### config.mk
export PLATFORM = sky130hd
export DESIGN_NAME = alpc_top
export DESIGN_NICKNAME = d
export VERILOG_FILES = /design/src/alpc_pkg.sv /design/src/alpc_top.sv
export SDC_FILE = /design/constraint.sdc
export NUM_CORES = 1
export LEC_CHECK = 0
export ABC_AREA = 1
export BUFFER_PORTS_ARGS = -buffer_cell sky130_fd_sc_hd__buf_2
export CAP_MARGIN = 20
export CORE_UTILIZATION = 53
export CTS_CLUSTER_SIZE = 20
export DETAILED_ROUTE_END_ITERATION = 10
export MAX_ROUTING_LAYER = met4
export PLACE_DENSITY = 0.88
export SYNTH_ARGS = -nofsm -noshare
export SYNTH_HDL_FRONTEND = slang
export SYNTH_SLANG_ARGS = --single-unit
### constraint.sdc
create_clock -name core_clk_in -period 2.4 [get_ports core_clk_in]
set_input_delay 0.24 -clock core_clk_in [delete_from_list [all_inputs] [get_ports core_clk_in]]
set_output_delay 0.24 -clock core_clk_in [all_outputs]
set_load 0.005 [all_outputs]
### src/alpc_pkg.sv
// Package for the converter low-power and setup control block.
// Assumes a single 250 MHz bus clock and an AXI4-Lite register bus with 32-bit data.
package alpc_pkg;

  // ---------------------------------------------------------------
  // Register byte addresses
  // ---------------------------------------------------------------
  localparam logic [7:0] ADDR_CONV_CONFIG = 8'h00;
  localparam logic [7:0] ADDR_TRIG_CMP_CTRL = 8'h04;
  localparam logic [7:0] ADDR_CHAN_STATUS_CTRL = 8'h08;
  localparam logic [7:0] ADDR_RESULT_HIGH = 8'h0c;
  localparam logic [7:0] ADDR_RESULT_LOW = 8'h10;
  localparam logic [7:0] ADDR_CMP_VALUE_HIGH = 8'h14;
  localparam logic [7:0] ADDR_CMP_VALUE_LOW = 8'h18;

  // ---------------------------------------------------------------
  // Field positions
  // ---------------------------------------------------------------
  localparam int CFG_LOW_POWER_BIT = 7;
  localparam int CFG_DIV_LSB = 5;
  localparam int CFG_LONG_SAMPLE_BIT = 4;
  localparam int CFG_MODE_LSB = 2;
  localparam int CFG_CLK_SEL_LSB = 0;
  localparam int TCC_ACTIVE_BIT = 7;
  localparam int TCC_TRIG_SEL_BIT = 6;
  localparam int TCC_CMP_EN_BIT = 5;
  localparam int TCC_CMP_GT_BIT = 4;
  localparam int CSC_FLAG_BIT = 7;
  localparam int CSC_IRQ_EN_BIT = 6;
  localparam int CSC_CONT_BIT = 5;
  localparam int CSC_CHAN_LSB = 0;

  // ---------------------------------------------------------------
  // Codes and reset values
  // ---------------------------------------------------------------
  localparam logic [1:0] MODE_10BIT = 2'h2;
  localparam logic [1:0] CLK_SEL_BUS = 2'h0;
  localparam logic [1:0] CLK_SEL_ASYNC = 2'h3;
  localparam logic [4:0] CHAN_DISABLED = 5'h1f;
  localparam logic [7:0] CFG_RESET = 8'h00;
  localparam logic [4:0] CHAN_RESET = 5'h1f;
  localparam logic [9:0] RESULT_RESET = 10'h000;
  localparam logic [1:0] RESP_OKAY = 2'h0;
  localparam logic [1:0] RESP_SLVERR = 2'h2;

  // Settings handed to the analog converter with each start
  typedef struct packed {
    logic [4:0] channel_select;
    logic [1:0] resolution;
    logic long_sample_select;
    logic low_power_select;
    logic [1:0] clock_divider;
    logic [1:0] input_clock_select;
  } alpc_conv_cfg_t;

  typedef enum logic {
    ST_IDLE = 1'b0,
    ST_BUSY = 1'b1
  } alpc_state_t;

endpackage : alpc_pkg

### src/alpc_top.sv
// Converter control: AXI4-Lite registers, trigger handling, stop-mode behaviour.
// Assumes stop, trigger and converter signals come from logic on core_clk_in.
//
// Our own choices: the AXI4-Lite slave port and the address map.
`timescale 1ns/100ps

module alpc_top (
  input wire logic core_clk_in,
  input wire logic rst_n_in,
  input wire logic [7:0] s_axi_awaddr_in,
  input wire logic s_axi_awvalid_in,
  output logic s_axi_awready_out,
  input wire logic [31:0] s_axi_wdata_in,
  input wire logic [3:0] s_axi_wstrb_in,
  input wire logic s_axi_wvalid_in,
  output logic s_axi_wready_out,
  output logic [1:0] s_axi_bresp_out,
  output logic s_axi_bvalid_out,
  input wire logic s_axi_bready_in,
  input wire logic [7:0] s_axi_araddr_in,
  input wire logic s_axi_arvalid_in,
  output logic s_axi_arready_out,
  output logic [31:0] s_axi_rdata_out,
  output logic [1:0] s_axi_rresp_out,
  output logic s_axi_rvalid_out,
  input wire logic s_axi_rready_in,
  input wire logic shallow_stop_in,
  input wire logic deep_stop_in,
  input wire logic hw_trigger_in,
  input wire logic conv_done_in,
  input wire logic [9:0] conv_data_in,
  output logic conv_start_out,
  output logic conv_abort_out,
  output alpc_pkg::alpc_conv_cfg_t conv_cfg_out,
  output logic conv_active_out,
  output logic irq_out
);

  // ---------------------------------------------------------------
  // Helpers
  // ---------------------------------------------------------------
  // Keeps only the bits that the selected resolution produces
  function automatic logic [9:0] res_mask(input logic [1:0] mode, input logic [9:0] val);
    res_mask = (mode == alpc_pkg::MODE_10BIT) ? val : {2'h0, val[7:0]};
  endfunction : res_mask

  // ---------------------------------------------------------------
  // State
  // ---------------------------------------------------------------
  logic [7:0] cfg_q;
  logic trig_sel_q;
  logic cmp_en_q;
  logic cmp_gt_q;
  logic irq_en_q;
  logic cont_q;
  logic [4:0] chan_q;
  logic flag_q;
  logic block_q;
  logic [9:0] result_q;
  logic [9:0] cmp_val_q;
  alpc_pkg::alpc_state_t state_q;
  logic stop_q;
  logic hw_trig_q;
  logic aw_held_q;
  logic w_held_q;
  logic [7:0] aw_addr_q;
  logic [31:0] wdata_q;
  logic [3:0] wstrb_q;

  // ---------------------------------------------------------------
  // Event decode
  // ---------------------------------------------------------------
  logic wr_fire;
  logic rd_fire;
  logic wr_cfg;
  logic wr_tcc;
  logic wr_csc;
  logic wr_cvh;
  logic wr_cvl;
  logic rd_high;
  logic rd_low;
  logic async_sel;
  logic halted;
  logic stop_entry_abort;
  logic mode_abort;
  logic busy;
  logic done;
  logic [10:0] diff;
  logic cond_ok;
  logic xfer;
  logic restart;
  logic sw_start;
  logic hw_start;
  logic any_abort;
  logic [7:0] rd_byte;
  logic rd_mapped;

  // Write happens once both address and data are held and no response pends
  assign wr_fire = aw_held_q && w_held_q && !s_axi_bvalid_out;
  assign rd_fire = s_axi_arvalid_in && s_axi_arready_out;
  // Only the low byte lane carries register data
  assign wr_cfg = wr_fire && wstrb_q[0] && aw_addr_q == alpc_pkg::ADDR_CONV_CONFIG;
  assign wr_tcc = wr_fire && wstrb_q[0] && aw_addr_q == alpc_pkg::ADDR_TRIG_CMP_CTRL;
  assign wr_csc = wr_fire && wstrb_q[0] && aw_addr_q == alpc_pkg::ADDR_CHAN_STATUS_CTRL;
  assign wr_cvh = wr_fire && wstrb_q[0] && aw_addr_q == alpc_pkg::ADDR_CMP_VALUE_HIGH;
  assign wr_cvl = wr_fire && wstrb_q[0] && aw_addr_q == alpc_pkg::ADDR_CMP_VALUE_LOW;
  assign rd_high = rd_fire && s_axi_araddr_in == alpc_pkg::ADDR_RESULT_HIGH;
  assign rd_low = rd_fire && s_axi_araddr_in == alpc_pkg::ADDR_RESULT_LOW;

  // Stop behaviour hinges on whether the converter owns its clock
  assign async_sel = cfg_q[1:0] == alpc_pkg::CLK_SEL_ASYNC;
  assign halted = shallow_stop_in && !async_sel;
  assign stop_entry_abort = shallow_stop_in && !stop_q && !async_sel;
  // Any mode change invalidates the running conversion
  assign mode_abort = wr_cfg || wr_tcc || wr_cvh || wr_cvl || wr_csc;
  assign any_abort = mode_abort || stop_entry_abort || deep_stop_in;
  assign busy = state_q == alpc_pkg::ST_BUSY;
  assign done = conv_done_in && busy && !any_abort;

  // Compare: result plus two's complement of the compare value
  assign diff = {1'b0, res_mask(cfg_q[3:2], conv_data_in)} - {1'b0, cmp_val_q};
  assign cond_ok = !cmp_en_q || (cmp_gt_q ? !diff[10] : diff[10]);
  assign xfer = done && !block_q && cond_ok;
  // Blocked results re-run unless a single compare conversion failed
  assign restart = done && (cont_q || (block_q && cond_ok)) && !halted;

  // Held write data, not the live bus, since the master may already have moved on
  assign sw_start = wr_csc && !trig_sel_q && wdata_q[4:0] != alpc_pkg::CHAN_DISABLED;
  // Hardware trigger is an edge from on-chip logic, so it is used unsynchronised
  assign hw_start = hw_trigger_in && !hw_trig_q && trig_sel_q && !busy && !halted &&
    chan_q != alpc_pkg::CHAN_DISABLED && !any_abort && !deep_stop_in;

  // ---------------------------------------------------------------
  // Configuration registers
  // ---------------------------------------------------------------
  // Deep stop forces every register back to reset value
  always_ff @(posedge core_clk_in or negedge rst_n_in) begin
    if (!rst_n_in) begin
      cfg_q <= alpc_pkg::CFG_RESET;
      trig_sel_q <= 1'b0;
      cmp_en_q <= 1'b0;
      cmp_gt_q <= 1'b0;
      irq_en_q <= 1'b0;
      cont_q <= 1'b0;
      chan_q <= alpc_pkg::CHAN_RESET;
      cmp_val_q <= alpc_pkg::RESULT_RESET;
    end else if (deep_stop_in) begin
      cfg_q <= alpc_pkg::CFG_RESET;
      trig_sel_q <= 1'b0;
      cmp_en_q <= 1'b0;
      cmp_gt_q <= 1'b0;
      irq_en_q <= 1'b0;
      cont_q <= 1'b0;
      chan_q <= alpc_pkg::CHAN_RESET;
      cmp_val_q <= alpc_pkg::RESULT_RESET;
    end else begin
      if (wr_cfg) begin
        cfg_q <= wdata_q[7:0];
      end
      if (wr_tcc) begin
        trig_sel_q <= wdata_q[alpc_pkg::TCC_TRIG_SEL_BIT];
        cmp_en_q <= wdata_q[alpc_pkg::TCC_CMP_EN_BIT];
        cmp_gt_q <= wdata_q[alpc_pkg::TCC_CMP_GT_BIT];
      end
      if (wr_csc) begin
        irq_en_q <= wdata_q[alpc_pkg::CSC_IRQ_EN_BIT];
        cont_q <= wdata_q[alpc_pkg::CSC_CONT_BIT];
        chan_q <= wdata_q[4:0];
      end
      if (wr_cvh) begin
        cmp_val_q[9:8] <= wdata_q[1:0];
      end
      if (wr_cvl) begin
        cmp_val_q[7:0] <= wdata_q[7:0];
      end
    end
  end

  // ---------------------------------------------------------------
  // Conversion sequencing
  // ---------------------------------------------------------------
  // Start and abort are pulses to the analog side; settings travel with them
  always_ff @(posedge core_clk_in or negedge rst_n_in) begin
    if (!rst_n_in) begin
      state_q <= alpc_pkg::ST_IDLE;
      conv_start_out <= 1'b0;
      conv_abort_out <= 1'b0;
      conv_cfg_out <= '0;
      stop_q <= 1'b0;
      hw_trig_q <= 1'b0;
    end else begin
      stop_q <= shallow_stop_in;
      hw_trig_q <= hw_trigger_in;
      conv_abort_out <= busy && any_abort;
      conv_start_out <= 1'b0;
      conv_cfg_out <= '{channel_select: chan_q, resolution: cfg_q[3:2],
        long_sample_select: cfg_q[4], low_power_select: cfg_q[7],
        clock_divider: cfg_q[6:5], input_clock_select: cfg_q[1:0]};
      if (sw_start && !deep_stop_in && !halted) begin
        state_q <= alpc_pkg::ST_BUSY;
        conv_start_out <= 1'b1;
        conv_cfg_out.channel_select <= wdata_q[4:0];
      end else if (any_abort) begin
        state_q <= alpc_pkg::ST_IDLE;
      end else if (hw_start || restart) begin
        state_q <= alpc_pkg::ST_BUSY;
        conv_start_out <= 1'b1;
      end else if (done) begin
        state_q <= alpc_pkg::ST_IDLE;
      end
    end
  end

  // Active indication follows the sequencer
  always_ff @(posedge core_clk_in or negedge rst_n_in) begin
    if (!rst_n_in) begin
      conv_active_out <= 1'b0;
    end else begin
      conv_active_out <= busy;
    end
  end

  // ---------------------------------------------------------------
  // Result, flag, blocking and interrupt
  // ---------------------------------------------------------------
  // Flag set wins over a same-cycle clear so no completion is lost
  always_ff @(posedge core_clk_in or negedge rst_n_in) begin
    if (!rst_n_in) begin
      result_q <= alpc_pkg::RESULT_RESET;
      flag_q <= 1'b0;
      block_q <= 1'b0;
      irq_out <= 1'b0;
    end else if (deep_stop_in) begin
      result_q <= alpc_pkg::RESULT_RESET;
      flag_q <= 1'b0;
      block_q <= 1'b0;
      irq_out <= 1'b0;
    end else begin
      if (xfer) begin
        result_q <= cmp_en_q ? diff[9:0] : res_mask(cfg_q[3:2], conv_data_in);
      end
      if (xfer) begin
        flag_q <= 1'b1;
      end else if (wr_csc || rd_low) begin
        flag_q <= 1'b0;
      end
      // Blocking protects a half-read 10-bit pair
      if (rd_low) begin
        block_q <= 1'b0;
      end else if (rd_high && cfg_q[3:2] == alpc_pkg::MODE_10BIT) begin
        block_q <= 1'b1;
      end
      irq_out <= flag_q && irq_en_q;
    end
  end

  // ---------------------------------------------------------------
  // AXI4-Lite slave
  // ---------------------------------------------------------------
  always_comb begin
    rd_mapped = 1'b1;
    case (s_axi_araddr_in)
      alpc_pkg::ADDR_CONV_CONFIG: rd_byte = cfg_q;
      alpc_pkg::ADDR_TRIG_CMP_CTRL: rd_byte = {busy, trig_sel_q, cmp_en_q, cmp_gt_q, 4'h0};
      alpc_pkg::ADDR_CHAN_STATUS_CTRL: rd_byte = {flag_q, irq_en_q, cont_q, chan_q};
      alpc_pkg::ADDR_RESULT_HIGH: rd_byte = {6'h00, result_q[9:8]};
      alpc_pkg::ADDR_RESULT_LOW: rd_byte = result_q[7:0];
      alpc_pkg::ADDR_CMP_VALUE_HIGH: rd_byte = {6'h00, cmp_val_q[9:8]};
      alpc_pkg::ADDR_CMP_VALUE_LOW: rd_byte = cmp_val_q[7:0];
      default: begin
        rd_byte = 8'h00;
        rd_mapped = 1'b0;
      end
    endcase
  end

  // Write channels taken independently, one write outstanding
  always_ff @(posedge core_clk_in or negedge rst_n_in) begin
    if (!rst_n_in) begin
      aw_held_q <= 1'b0;
      w_held_q <= 1'b0;
      aw_addr_q <= 8'h00;
      wdata_q <= 32'h0000_0000;
      wstrb_q <= 4'h0;
      s_axi_awready_out <= 1'b1;
      s_axi_wready_out <= 1'b1;
      s_axi_bvalid_out <= 1'b0;
      s_axi_bresp_out <= alpc_pkg::RESP_OKAY;
    end else begin
      if (s_axi_awvalid_in && s_axi_awready_out) begin
        aw_held_q <= 1'b1;
        aw_addr_q <= s_axi_awaddr_in;
        s_axi_awready_out <= 1'b0;
      end
      if (s_axi_wvalid_in && s_axi_wready_out) begin
        w_held_q <= 1'b1;
        wdata_q <= s_axi_wdata_in;
        wstrb_q <= s_axi_wstrb_in;
        s_axi_wready_out <= 1'b0;
      end
      if (wr_fire) begin
        aw_held_q <= 1'b0;
        w_held_q <= 1'b0;
        s_axi_bvalid_out <= 1'b1;
        s_axi_bresp_out <= (aw_addr_q <= alpc_pkg::ADDR_CMP_VALUE_LOW && aw_addr_q[1:0] == 2'h0)
          ? alpc_pkg::RESP_OKAY : alpc_pkg::RESP_SLVERR;
      end
      if (s_axi_bvalid_out && s_axi_bready_in) begin
        s_axi_bvalid_out <= 1'b0;
        s_axi_awready_out <= 1'b1;
        s_axi_wready_out <= 1'b1;
      end
    end
  end

  // Read answered one cycle after the address is taken
  always_ff @(posedge core_clk_in or negedge rst_n_in) begin
    if (!rst_n_in) begin
      s_axi_arready_out <= 1'b1;
      s_axi_rvalid_out <= 1'b0;
      s_axi_rdata_out <= 32'h0000_0000;
      s_axi_rresp_out <= alpc_pkg::RESP_OKAY;
    end else if (rd_fire) begin
      s_axi_arready_out <= 1'b0;
      s_axi_rvalid_out <= 1'b1;
      s_axi_rdata_out <= {24'h000000, rd_byte};
      s_axi_rresp_out <= rd_mapped ? alpc_pkg::RESP_OKAY : alpc_pkg::RESP_SLVERR;
    end else if (s_axi_rvalid_out && s_axi_rready_in) begin
      s_axi_rvalid_out <= 1'b0;
      s_axi_arready_out <= 1'b1;
    end
  end
endmodule : alpc_top

==> flow_summary.json, run 1 <==
{
  "synthCells": 558,
  "ys_top_cells_by_count": "nand2_1 (137), dfrtp_1 (86), o21ai_0 (60), inv_1 (54), buf_4 (26)",
  "cts-root-buf": "clkbuf_8",
  "cp.arrival_ns": 2.43,
  "fin_worst_skew_ns": 0.0113,
  "finalNetCount": 726,
  "areaGrowthSynthToFinish_pct": 13.0,
  "drt_iter0_drc": 371,
  "leakagePower_nw": 2.84,
  "synth.most_common_cell": "nand2_1",
  "switchingPower_mw": 1.67,
  "grt_max_degree": 39,
  "grt_pass1_vias": 4148,
  "first_pass_iters": 11,
  "maxCapViolCount": 0,
  "overflow": 0,
  "combinationalPowerShare": 0.286,
  "synthArstFlopShare": 1.00,
  "yosys_warnings": 0,
  "synth-seq-cells": 94,
  "hp-class": "in2reg",
  "max-slew-margin-rel": 0.249,
  "grt_pass1_wl_mm": 19.3,
  "met1_usage": 0.314,
  "hold_violations": 0,
  "finalSetupTns_ns": 0,
  "cts-buffers-inserted": 9,
  "syn_area_um2": 4920,
  "fp.coreArea_um2": 8850,
  "port_buffers": 77,
  "layout_min_cycle_time_ns": 2.23,
  "setup_violations": 0,
  "use_met3": 0.0544,
  "setup.worst_path.start_class": "register",
  "die-area_um2": 9660,
  "crit_path_max_fanout": 5,
  "synth_edf_count": 0,
  "clkPwrFrac": 0.232,
  "post-cts-setup-buffer-count": 0,
  "synth_area_leaders": "dfrtp_1 (44%), nand2_1 (10%), o21ai_0 (6.1%)",
  "synth_cell_type_count": 54,
  "outcome": "complete, but fails checks",
  "fill_cells": 693,
  "violations": "DRC",
  "vias_per_cell": 5.58,
  "synth_top_cell_by_area": "dfrtp_1",
  "cp.required_ns": 2.60,
  "power_mw": 4.58,
  "worst_hold_slack_ns": 0.0151,
  "antenna_found_initial": 0,
  "diodes": 0,
  "use_met2": 0.434,
  "drive_above_1_share": 0.239,
  "final_util": 0.628,
  "clk_latency_ns": 0.36,
  "period_share": 0.929,
  "start_util": 0.556,
  "clk_path_buf_depth": 2,
  "power.density_nw_per_um2": 825,
  "post_cts_resized": 0,
  "grt_usage": 0.262,
  "fp.dieH_um": 98.3,
  "vdd_ir_drop_max_mv": 0.382,
  "seq_area_frac_synth": 0.481,
  "power_frac_seq": 0.481,
  "p_int_mw": 2.91,
  "path_class": "reg2reg",
  "max_freq_mhz": 449,
  "syn_avg_cell_area_um2": 8.81,
  "rsz0062_at_grt": "false",
  "avgRoutedWirePerCell_um": 15.5,
  "critPathCaptureType": "register",
  "globalplace.congestion": 0.935,
  "dpl.hpwl_mm": 8.87,
  "worst_pin_slew_ns": 1.13,
  "route.detailed.drc": 10,
  "synthFlopType": "dfrtp_1",
  "vias": 4217,
  "cts_tree": "done",
  "grt.busiest_layer": "met2",
  "fp-row-count": 34,
  "ios": 131,
  "cts.sinks": 94,
  "ant_nets": 0,
  "cts.clk_slew.worst_paths_ns": 0.09,
  "ctsHtreeMaxLevel": 3,
  "routed_wl_mm": 11.7,
  "sw_frac_of_total": 0.365,
  "die-width_um": 98.3,
  "synth_top_area_share": 0.438,
  "maxSlewViolCount": 0
}
-- final timing paths --
| path | startpoint | end | slack, ns | cells past startpoint |
|---|---|---|---|---|
| setup / recovery | cmp_val_q[0]$_DFFE_PN0P_ | busy$_DFFE_PN0P_ | 0.17 | 13 |
| hold / removal | shallow_stop_in | stop_q$_DFF_PN0_ | 0.02 | 1 |
| setup reg to reg | cmp_val_q[0]$_DFFE_PN0P_ | busy$_DFFE_PN0P_ | 0.17 | 13 |
| hold reg to reg | cfg_q[5]$_DFFE_PN0P_ | conv_cfg_out[2]$_DFF_PN0_ | 0.43 | 0 |
| max in group asynchronous | rst_n_in | s_axi_wready_out$_DFFE_PN1P_ | 1.30 | 3 |
| min in group asynchronous | rst_n_in | conv_active_out$_DFF_PN0_ | 0.38 | 2 |
-- area by class of cell --
cell class	instances	area, um^2	share of cell area
Tap cell	108	135	0.0243
Sequential cell	94	2360	0.425
Clock inverter	5	57.6	0.0104
Inverter	65	248	0.0446
Multi-Input combinational cell	386	2130	0.384
Timing Repair Buffer	87	480	0.0865
Clock buffer	11	141	0.0254
-- power groups by stage --
stage	combinational, mW	clock [mW]	sequential [mW]
after floorplan	0.877	0	2.16
after global placement	1.20	0	2.20
after detailed placement	1.29	0	2.22
after CTS	1.30	1.07	2.19
after global routing	1.47	1.14	2.23
final	1.31	1.06	2.21
-- registers in the layout, indices dropped and copies added, names as in the netlist, 5 cells and up --
register and flops:
cmp_val_q 10, conv_cfg_out 13, chan_q 5, result_q 10
cfg_q 8, s_axi_rdata_out 8, wdata_q 8, aw_addr_q 8
-- timing repair --
action | CTS | global route
setup endpoints to repair | 0 | 0
endpoints found under the hold margin | 32 | 0
hold buffers | 2 | 0
-- through the flow --
| step | worst slack [ns] | std cells | instance area, um^2 |
|---|---|---|---|
| after floorplan | 0.405 | 583 | 5010 |
| after global placement | 0.264 | 738 | 5340 |
| after detailed placement | 0.186 | 738 | 5340 |
| after CTS | 0.213 | 756 | 5560 |
| after global routing | 0.0482 | 756 | 5560 |
| final | 0.172 | 756 | 5560 |
-- layout by cell type (no fill, tap or decap), drive strengths merged, types with 7 or more instances in the layout --
cell | netlist | final
nand2 | 142 | 142
dfrtp | 86 | 86
buf | 31 | 85
o21ai | 69 | 69
inv | 61 | 62
nand3 | 39 | 39
nor2 | 28 | 28
conb | 1 | 26
a21oi | 20 | 20
clkbuf | 7 | 11
ha | 9 | 9
dfstp | 8 | 8
nand4 | 7 | 7
o22ai | 7 | 7
clkinv | 4 | 7
-- layer usage --
layer | share of wire | vias up
met5 | 0 | -
met4 | 0.033 | 0
met3 | 0.076 | 41
met2 | 0.48 | 225
met1 | 0.41 | 1995
li1 | - | 1956
-- worst max-delay path, cell delays in order (launching register included) --
cell and delay (ns):
dfrtp_1 0.38, ha_1 0.16, inv_1 0.06, fa_1 0.42, nand4_1 0.11, nand3_1 0.14, nand2_1 0.16, nand2_1 0.07
nand2_1 0.11, nand3_4 0.13, nand2_1 0.10, nand2_1 0.08, nand2_1 0.08, nand4_1 0.08
-- kinds of logic (layout without fill, tap and decap cells) --
group                    Yosys count  after routing  synth area share
multiplexers                       4              4           0.00814
flip-flops                        94             94             0.481
other                              1             26          0.000763
AND/OR/NAND/NOR                  227            227             0.236
AO/OA/AOI/OAI                    114            114             0.134
XOR/XNOR                           5              5           0.00891
buffers and inverters            103            168             0.105
adder cells (fa/ha/maj)           10             10            0.0270
No activity file was read; power rests on OpenSTA's default activity.
==> run 2, diff against run 1 <==
CORE_UTILIZATION = 48   (was 53)
PLACE_DENSITY = 0.85   (was 0.88)
clock period = 2 ns   (was 2.4 ns; I/O delays follow)
==> run 2 against run 1 <==
  * The run ends with setup timing left
  * Power up 17%
  * Design area is 2.9% higher
  * Final cell count increased by 5.3%
  * Critical path depth unchanged
  * Routed wire length decreased by 3.3%
  * Clock skew increased by 0.0031 ns
  * Fmax up 9.4%
  * Sequential power is 19% higher
  * Flip-flop and latch count unchanged
  * Highest routed layer unchanged
==> flow_summary.json, run 2 (same netlist as run 1, synthesis figures left out) <==
{
  "finalNetCount": 741,
  "ios": 131,
  "die-area_um2": 10700,
  "diodes": 0,
  "vdd_ir_drop_max_mv": 0.454,
  "globalplace.congestion": 0.909,
  "regArea_um2": 2360,
  "cts-buffers-inserted": 9,
  "port_buffers": 77,
  "critPathCaptureType": "register",
  "avgRoutedWirePerCell_um": 14.2,
  "fill_cells": 844,
  "worst_hold_slack_ns": 0.0119,
  "multi_input_area_um2": 2180,
  "fin_worst_skew_ns": 0.0144,
  "layout_min_cycle_time_ns": 2.04,
  "r2r.worst_path.cells": 13,
  "postLayoutCellArea_um2": 5720,
  "start_util": 0.498,
  "fp.coreArea_um2": 9860,
  "dp_cells": 774,
  "cts_tree": "done",
  "rr_endpoint": "result_q[6]$_DFFE_PN0P_",
  "grt_max_degree": 41,
  "dpl.hpwl_mm": 8.68,
  "min_to": "s_axi_awready_out$_DFFE_PN1P_",
  "first_pass_iters": 5,
  "violations": "setup timing",
  "finalSetupTns_ns": -0.198,
  "crit_family": "simple AND/OR/NAND/NOR gates",
  "cts-root-buf": "clkbuf_8",
  "r2r_start": "cfg_q[2]$_DFFE_PN0P_",
  "fin_cells": 796,
  "power.density_nw_per_um2": 935,
  "cp.required_ns": 2.24,
  "reg_top3": "conv_cfg_out (13), cmp_val_q (10), result_q (10)",
  "setup.worst_path.start_class": "register",
  "grt_usage": 0.227,
  "cts.clk_slew.worst_paths_ns": 0.09,
  "ant_nets": 0,
  "leakagePower_nw": 2.89,
  "drt_iter0_drc": 276,
  "rsz0062_at_grt": "true",
  "max-slew-margin-rel": 0.598,
  "maxSlewViolCount": 0,
  "cp.arrival_ns": 2.28,
  "largest_register_ffs": 13,
  "power_mw": 5.35,
  "layout_commonest_cell": "nand2_1",
  "clk_latency_ns": 0.36,
  "final_cell_mix": "nand2_1 (133), dfrtp_1 (86), buf_2 (76), o21ai_0 (60), inv_1 (54)",
  "ctsHtreeMaxLevel": 3,
  "hp-class": "in2reg",
  "path_buf_inv": 3,
  "fin_ws_ns": -0.0363,
  "reg2reg_setup_slack_ns": -0.04,
  "outcome": "complete, but fails checks",
  "path_cells": "nor2_2, inv_1, nor2_1, ha_1, inv_1, o21bai_1, nor2_1, nand2_1, nand2_2, nand3_4, buf_4, nand3_1, nand2_1",
  "worstHoldStart": "s_axi_awvalid_in",
  "fp-row-count": 36,
  "setup_violations": 11,
  "max_freq_mhz": 491,
  "areaGrowthSynthToFinish_pct": 16.4,
  "clk_path_buf_depth": 2,
  "slowest_delay_ns": 0.40,
  "hold_violations": 0,
  "worst_pin_slew_ns": 0.603,
  "vias": 4206,
  "maxCapViolCount": 0,
  "antenna_found_initial": 0,
  "placed_area_um2": 5450,
  "drive_above_1_share": 0.265,
  "crit_path_max_fanout": 4,
  "path_class": "reg2reg",
  "period_share": 1.02,
  "cp_slowest_cell": "dfrtp_1",
  "die-width_um": 103,
  "routed_wl_mm": 11.3,
  "vias_per_cell": 5.28,
  "hold_depth": 2,
  "grt_pass1_vias": 3882,
  "cts.sinks": 94,
  "regMostFlops": "conv_cfg_out",
  "grt_pass1_wl_mm": 18.0,
  "overflow": 0,
  "fp.dieH_um": 103,
  "route.detailed.drc": 0
}
[run 2: cell type report]
type / count / share of cell area
sequential: 94 / 0.413
multi-input combinational: 387 / 0.382
timing repair buffer: 101 / 0.103
inverter: 65 / 0.0433
tap: 133 / 0.0291
clock buffer: 13 / 0.0260
clock inverter: 3 / 0.00372
[run 2: power breakdown]
| group | internal (mW) | total [mW] | switching [mW] | leakage (nW) |
|---|---|---|---|---|
| sequential | 2.32 | 2.64 | 0.322 | 1.21 |
| combinational | 0.605 | 1.60 | 0.991 | 1.60 |
| clock | 0.488 | 1.11 | 0.621 | 0.0836 |
| total | 3.42 | 5.35 | 1.93 | 2.89 |
[run 2: worst max path at each step]
stage / endpoint / from / cells past startpoint / slack, ns
floorplan: flag_q$_DFFE_PN0P_ / cfg_q[3]$_DFFE_PN0P_ / 14 / 0.005
global placement: result_q[9]$_DFFE_PN0P_ / cfg_q[2]$_DFFE_PN0P_ / 14 / -0.001
detailed placement: result_q[9]$_DFFE_PN0P_ / cfg_q[2]$_DFFE_PN0P_ / 14 / -0.06
CTS: result_q[9]$_DFFE_PN0P_ / cmp_val_q[0]$_DFFE_PN0P_ / 13 / 0.01
global route: busy$_DFFE_PN0P_ / cfg_q[2]$_DFFE_PN0P_ / 14 / -0.18
finish: result_q[6]$_DFFE_PN0P_ / cfg_q[2]$_DFFE_PN0P_ / 13 / -0.04
[run 2: stage by stage]
step,utilization,setup slack (ns)
after floorplan,-,0.00469
after global placement,0.553,-0.00139
after detailed placement,0.553,-0.0581
after CTS,0.575,0.0110
after global routing,0.580,-0.184
final,0.580,-0.0363
[run 2: worst reg2reg max path: stages (launching register included)]
cell and delay [ns]:
dfrtp_1 0.40, nor2_2 0.13, inv_1 0.07, nor2_1 0.09, ha_1 0.27, inv_1 0.08, o21bai_1 0.07, nor2_1 0.18
nand2_1 0.09, nand2_2 0.08, nand3_4 0.13, buf_4 0.20, nand3_1 0.09, nand2_1 0.06
[run 2: per-layer routing]
metal	up-vias	routed length (um)	global-route usage
met1	2015	4760	0.277
li1	1990	-	-
met3	24	663	0.0269
met5	-	0	-
met4	0	255	0.0791
met2	177	5630	0.390
[run 2: timing repair]
action                     in CTS  in global routing
buffers inserted                0                  1
hold buffers                    4                  0
setup endpoints to repair      13                 21
hold endpoints to repair       38                  0
resized for setup               3                  8
cloned                          0                  1
pin swaps                       4                  6
==> run 3, diff against run 2 <==
--- a/config.mk
+++ b/config.mk
@@ -9,9 +9,10 @@
 export BUFFER_PORTS_ARGS = -buffer_cell sky130_fd_sc_hd__buf_2
 export CAP_MARGIN = 20
-export CORE_UTILIZATION = 48
+export CORE_UTILIZATION = 55
+export CTS_BUF_LIST = sky130_fd_sc_hd__clkbuf_4
 export CTS_CLUSTER_SIZE = 20
 export DETAILED_ROUTE_END_ITERATION = 10
 export MAX_ROUTING_LAYER = met4
-export PLACE_DENSITY = 0.85
+export PLACE_DENSITY = 0.91
 export SYNTH_ARGS = -nofsm -noshare
 export SYNTH_HDL_FRONTEND = slang
==> constraint.sdc (replaced) <==
create_clock -name core_clk_in -period 2.2 [get_ports core_clk_in]
set_input_delay 0.44 -clock core_clk_in [delete_from_list [all_inputs] [get_ports core_clk_in]]
set_output_delay 0.44 -clock core_clk_in [all_outputs]
set_load 0.005 [all_outputs]
==> run 3 against run 2 <==
  * The flow now finishes without violations
  * Combinational power decreased by 8%
  * Global-route usage grew 4.3 points
  * Core utilization rose by 5.9 points
  * Power decreased by 12%
  * Flip-flop and latch count stayed put
  * Routed wire length increased by 1.0%
  * First-iteration DRC count rose by 26%
  * Worst setup slack better by 0.15 ns
  * Non-clock buffer count shrank 5
  * Sequential power down 8.7%
  * Largest power group unchanged
==> flow_summary.json, run 3 (same netlist as run 1, synthesis figures left out) <==
{
  "setup.worst_path.start_class": "register",
  "routed_wl_mm": 11.4,
  "cp.required_ns": 2.54,
  "cts-buffers-inserted": 9,
  "grt_pass1_wl_mm": 18.3,
  "finalNetCount": 735,
  "fp.coreArea_um2": 8680,
  "worst_hold_slack_ns": 0.105,
  "largest_register_ffs": 13,
  "crit_path_max_fanout": 18,
  "hold_violations": 0,
  "cp.arrival_ns": 2.43,
  "leakagePower_nw": 2.84,
  "maxSlewViolCount": 0,
  "vias": 4169,
  "drt_iter0_drc": 348,
  "layout_min_cycle_time_ns": 2.09,
  "areaGrowthSynthToFinish_pct": 12.9,
  "port_buffers": 77,
  "clk_path_buf_depth": 2,
  "power_mw": 4.73,
  "grt_pass1_vias": 3857,
  "ant_nets": 0,
  "die-width_um": 96.5,
  "fin_ws_ns": 0.109,
  "ios": 131,
  "maxCapViolCount": 0,
  "grt_usage": 0.270,
  "start_util": 0.566,
  "die-area_um2": 9320,
  "ctsHtreeMaxLevel": 3,
  "fin_worst_skew_ns": 0.0226,
  "avgRoutedWirePerCell_um": 14.9,
  "cts-root-buf": "clkbuf_4",
  "crit_family": "simple AND/OR/NAND/NOR gates",
  "setup_violations": 0,
  "worst_pin_slew_ns": 1.10,
  "regMostFlops": "conv_cfg_out",
  "overflow": 0,
  "critPathCaptureType": "register",
  "vias_per_cell": 5.45,
  "max_freq_mhz": 478,
  "cts.sinks": 94,
  "path_cells": "ha_1, inv_1, fa_1, nand4_1, nand3_1, nand2_1, buf_4, nand3_2, nand3_4, nand2_8, nand3_1, o21ai_1",
  "globalplace.congestion": 0.947,
  "diodes": 0,
  "grt_max_degree": 48,
  "final_cell_mix": "nand2_1 (137), dfrtp_1 (86), buf_2 (76), o21ai_0 (60), inv_1 (54)",
  "post-place-ws_ns": -0.0773,
  "path_class": "reg2reg",
  "power.density_nw_per_um2": 853,
  "slowest_delay_ns": 0.41,
  "cp_slowest_cell": "dfrtp_1",
  "first_pass_iters": 6,
  "dpl.hpwl_mm": 8.68,
  "max-slew-margin-rel": 0.268,
  "outcome": "completed",
  "cts_tree": "done",
  "drive_above_1_share": 0.254,
  "final_util": 0.639,
  "period_share": 0.951,
  "cts.clk_slew.worst_paths_ns": 0.15,
  "path_buf_inv": 2,
  "route.detailed.drc": 0,
  "antenna_found_initial": 0,
  "reg_top3": "conv_cfg_out (13), cmp_val_q (10), result_q (10)",
  "fp.dieH_um": 96.5,
  "layout_commonest_cell": "nand2_1",
  "clk_latency_ns": 0.44,
  "crit_top_cell": "nand3_1",
  "fp-row-count": 34,
  "vdd_ir_drop_max_mv": 0.456,
  "hp-class": "in2reg"
}
[run 3: timing repair]
item                                   in CTS  in global routing
setup endpoints to repair                   0                 11
gates resized for setup                     0                  2
endpoints found under the hold margin      25                  0
hold buffers                                1                  0
setup buffers                               0                  0
[run 3: worst register-to-register path, stage by stage (launching register included)]
cell	delay, ns
dfrtp_1	0.41
ha_1	0.16
inv_1	0.06
fa_1	0.40
nand4_1	0.11
nand3_1	0.13
nand2_1	0.12
buf_4	0.11
nand3_2	0.09
nand3_4	0.12
nand2_8	0.14
nand3_1	0.10
o21ai_1	0.07
[run 3: through the flow]
step                      setup TNS (ns)  instances  area (um^2)
after floorplan                        0        583         5010
after global placement           -0.0403        748         5410
after detailed placement          -0.484        748         5410
after CTS                              0        765         5540
after global routing             -0.0612        765         5550
final                                  0        765         5550
[run 3: layer usage]
layer	track usage	share of wire	up-vias
met5	-	0	-
met4	0.0956	0.023	0
met3	0.0524	0.074	21
met2	0.435	0.49	201
met1	0.339	0.42	1968
li1	-	-	1979
[run 3: final cells by class]
cell class,count,area [um^2]
multi-input cells,386,2140
inverters,65,248
fillers,682,3130
clock inverters,6,45.0
clock buffers,10,75.1
repair buffers,96,546
well taps,108,135
flip-flops and latches,94,2360
[run 3: power breakdown]
group	internal [mW]	switching, mW	total [mW]
clock	0.256	0.599	0.855
combinational	0.538	0.935	1.47
sequential	2.11	0.296	2.41
total	2.90	1.83	4.73
[run 3: final timing paths]
kind | from | endpoint | slack (ns) | cells past startpoint
setup / recovery | cmp_val_q[0]$_DFFE_PN0P_ | result_q[0]$_DFFE_PN0P_ | 0.11 | 12
hold / removal | hw_trigger_in | hw_trig_q$_DFF_PN0_ | 0.11 | 1
setup reg to reg | cmp_val_q[0]$_DFFE_PN0P_ | result_q[0]$_DFFE_PN0P_ | 0.11 | 12
hold reg to reg | cfg_q[7]$_DFFE_PN0P_ | conv_cfg_out[4]$_DFF_PN0_ | 0.44 | 0
max in group asynchronous | rst_n_in | block_q$_DFFE_PN0P_ | 1.03 | 3
min in group asynchronous | rst_n_in | conv_cfg_out[9]$_DFF_PN0_ | 0.52 | 2
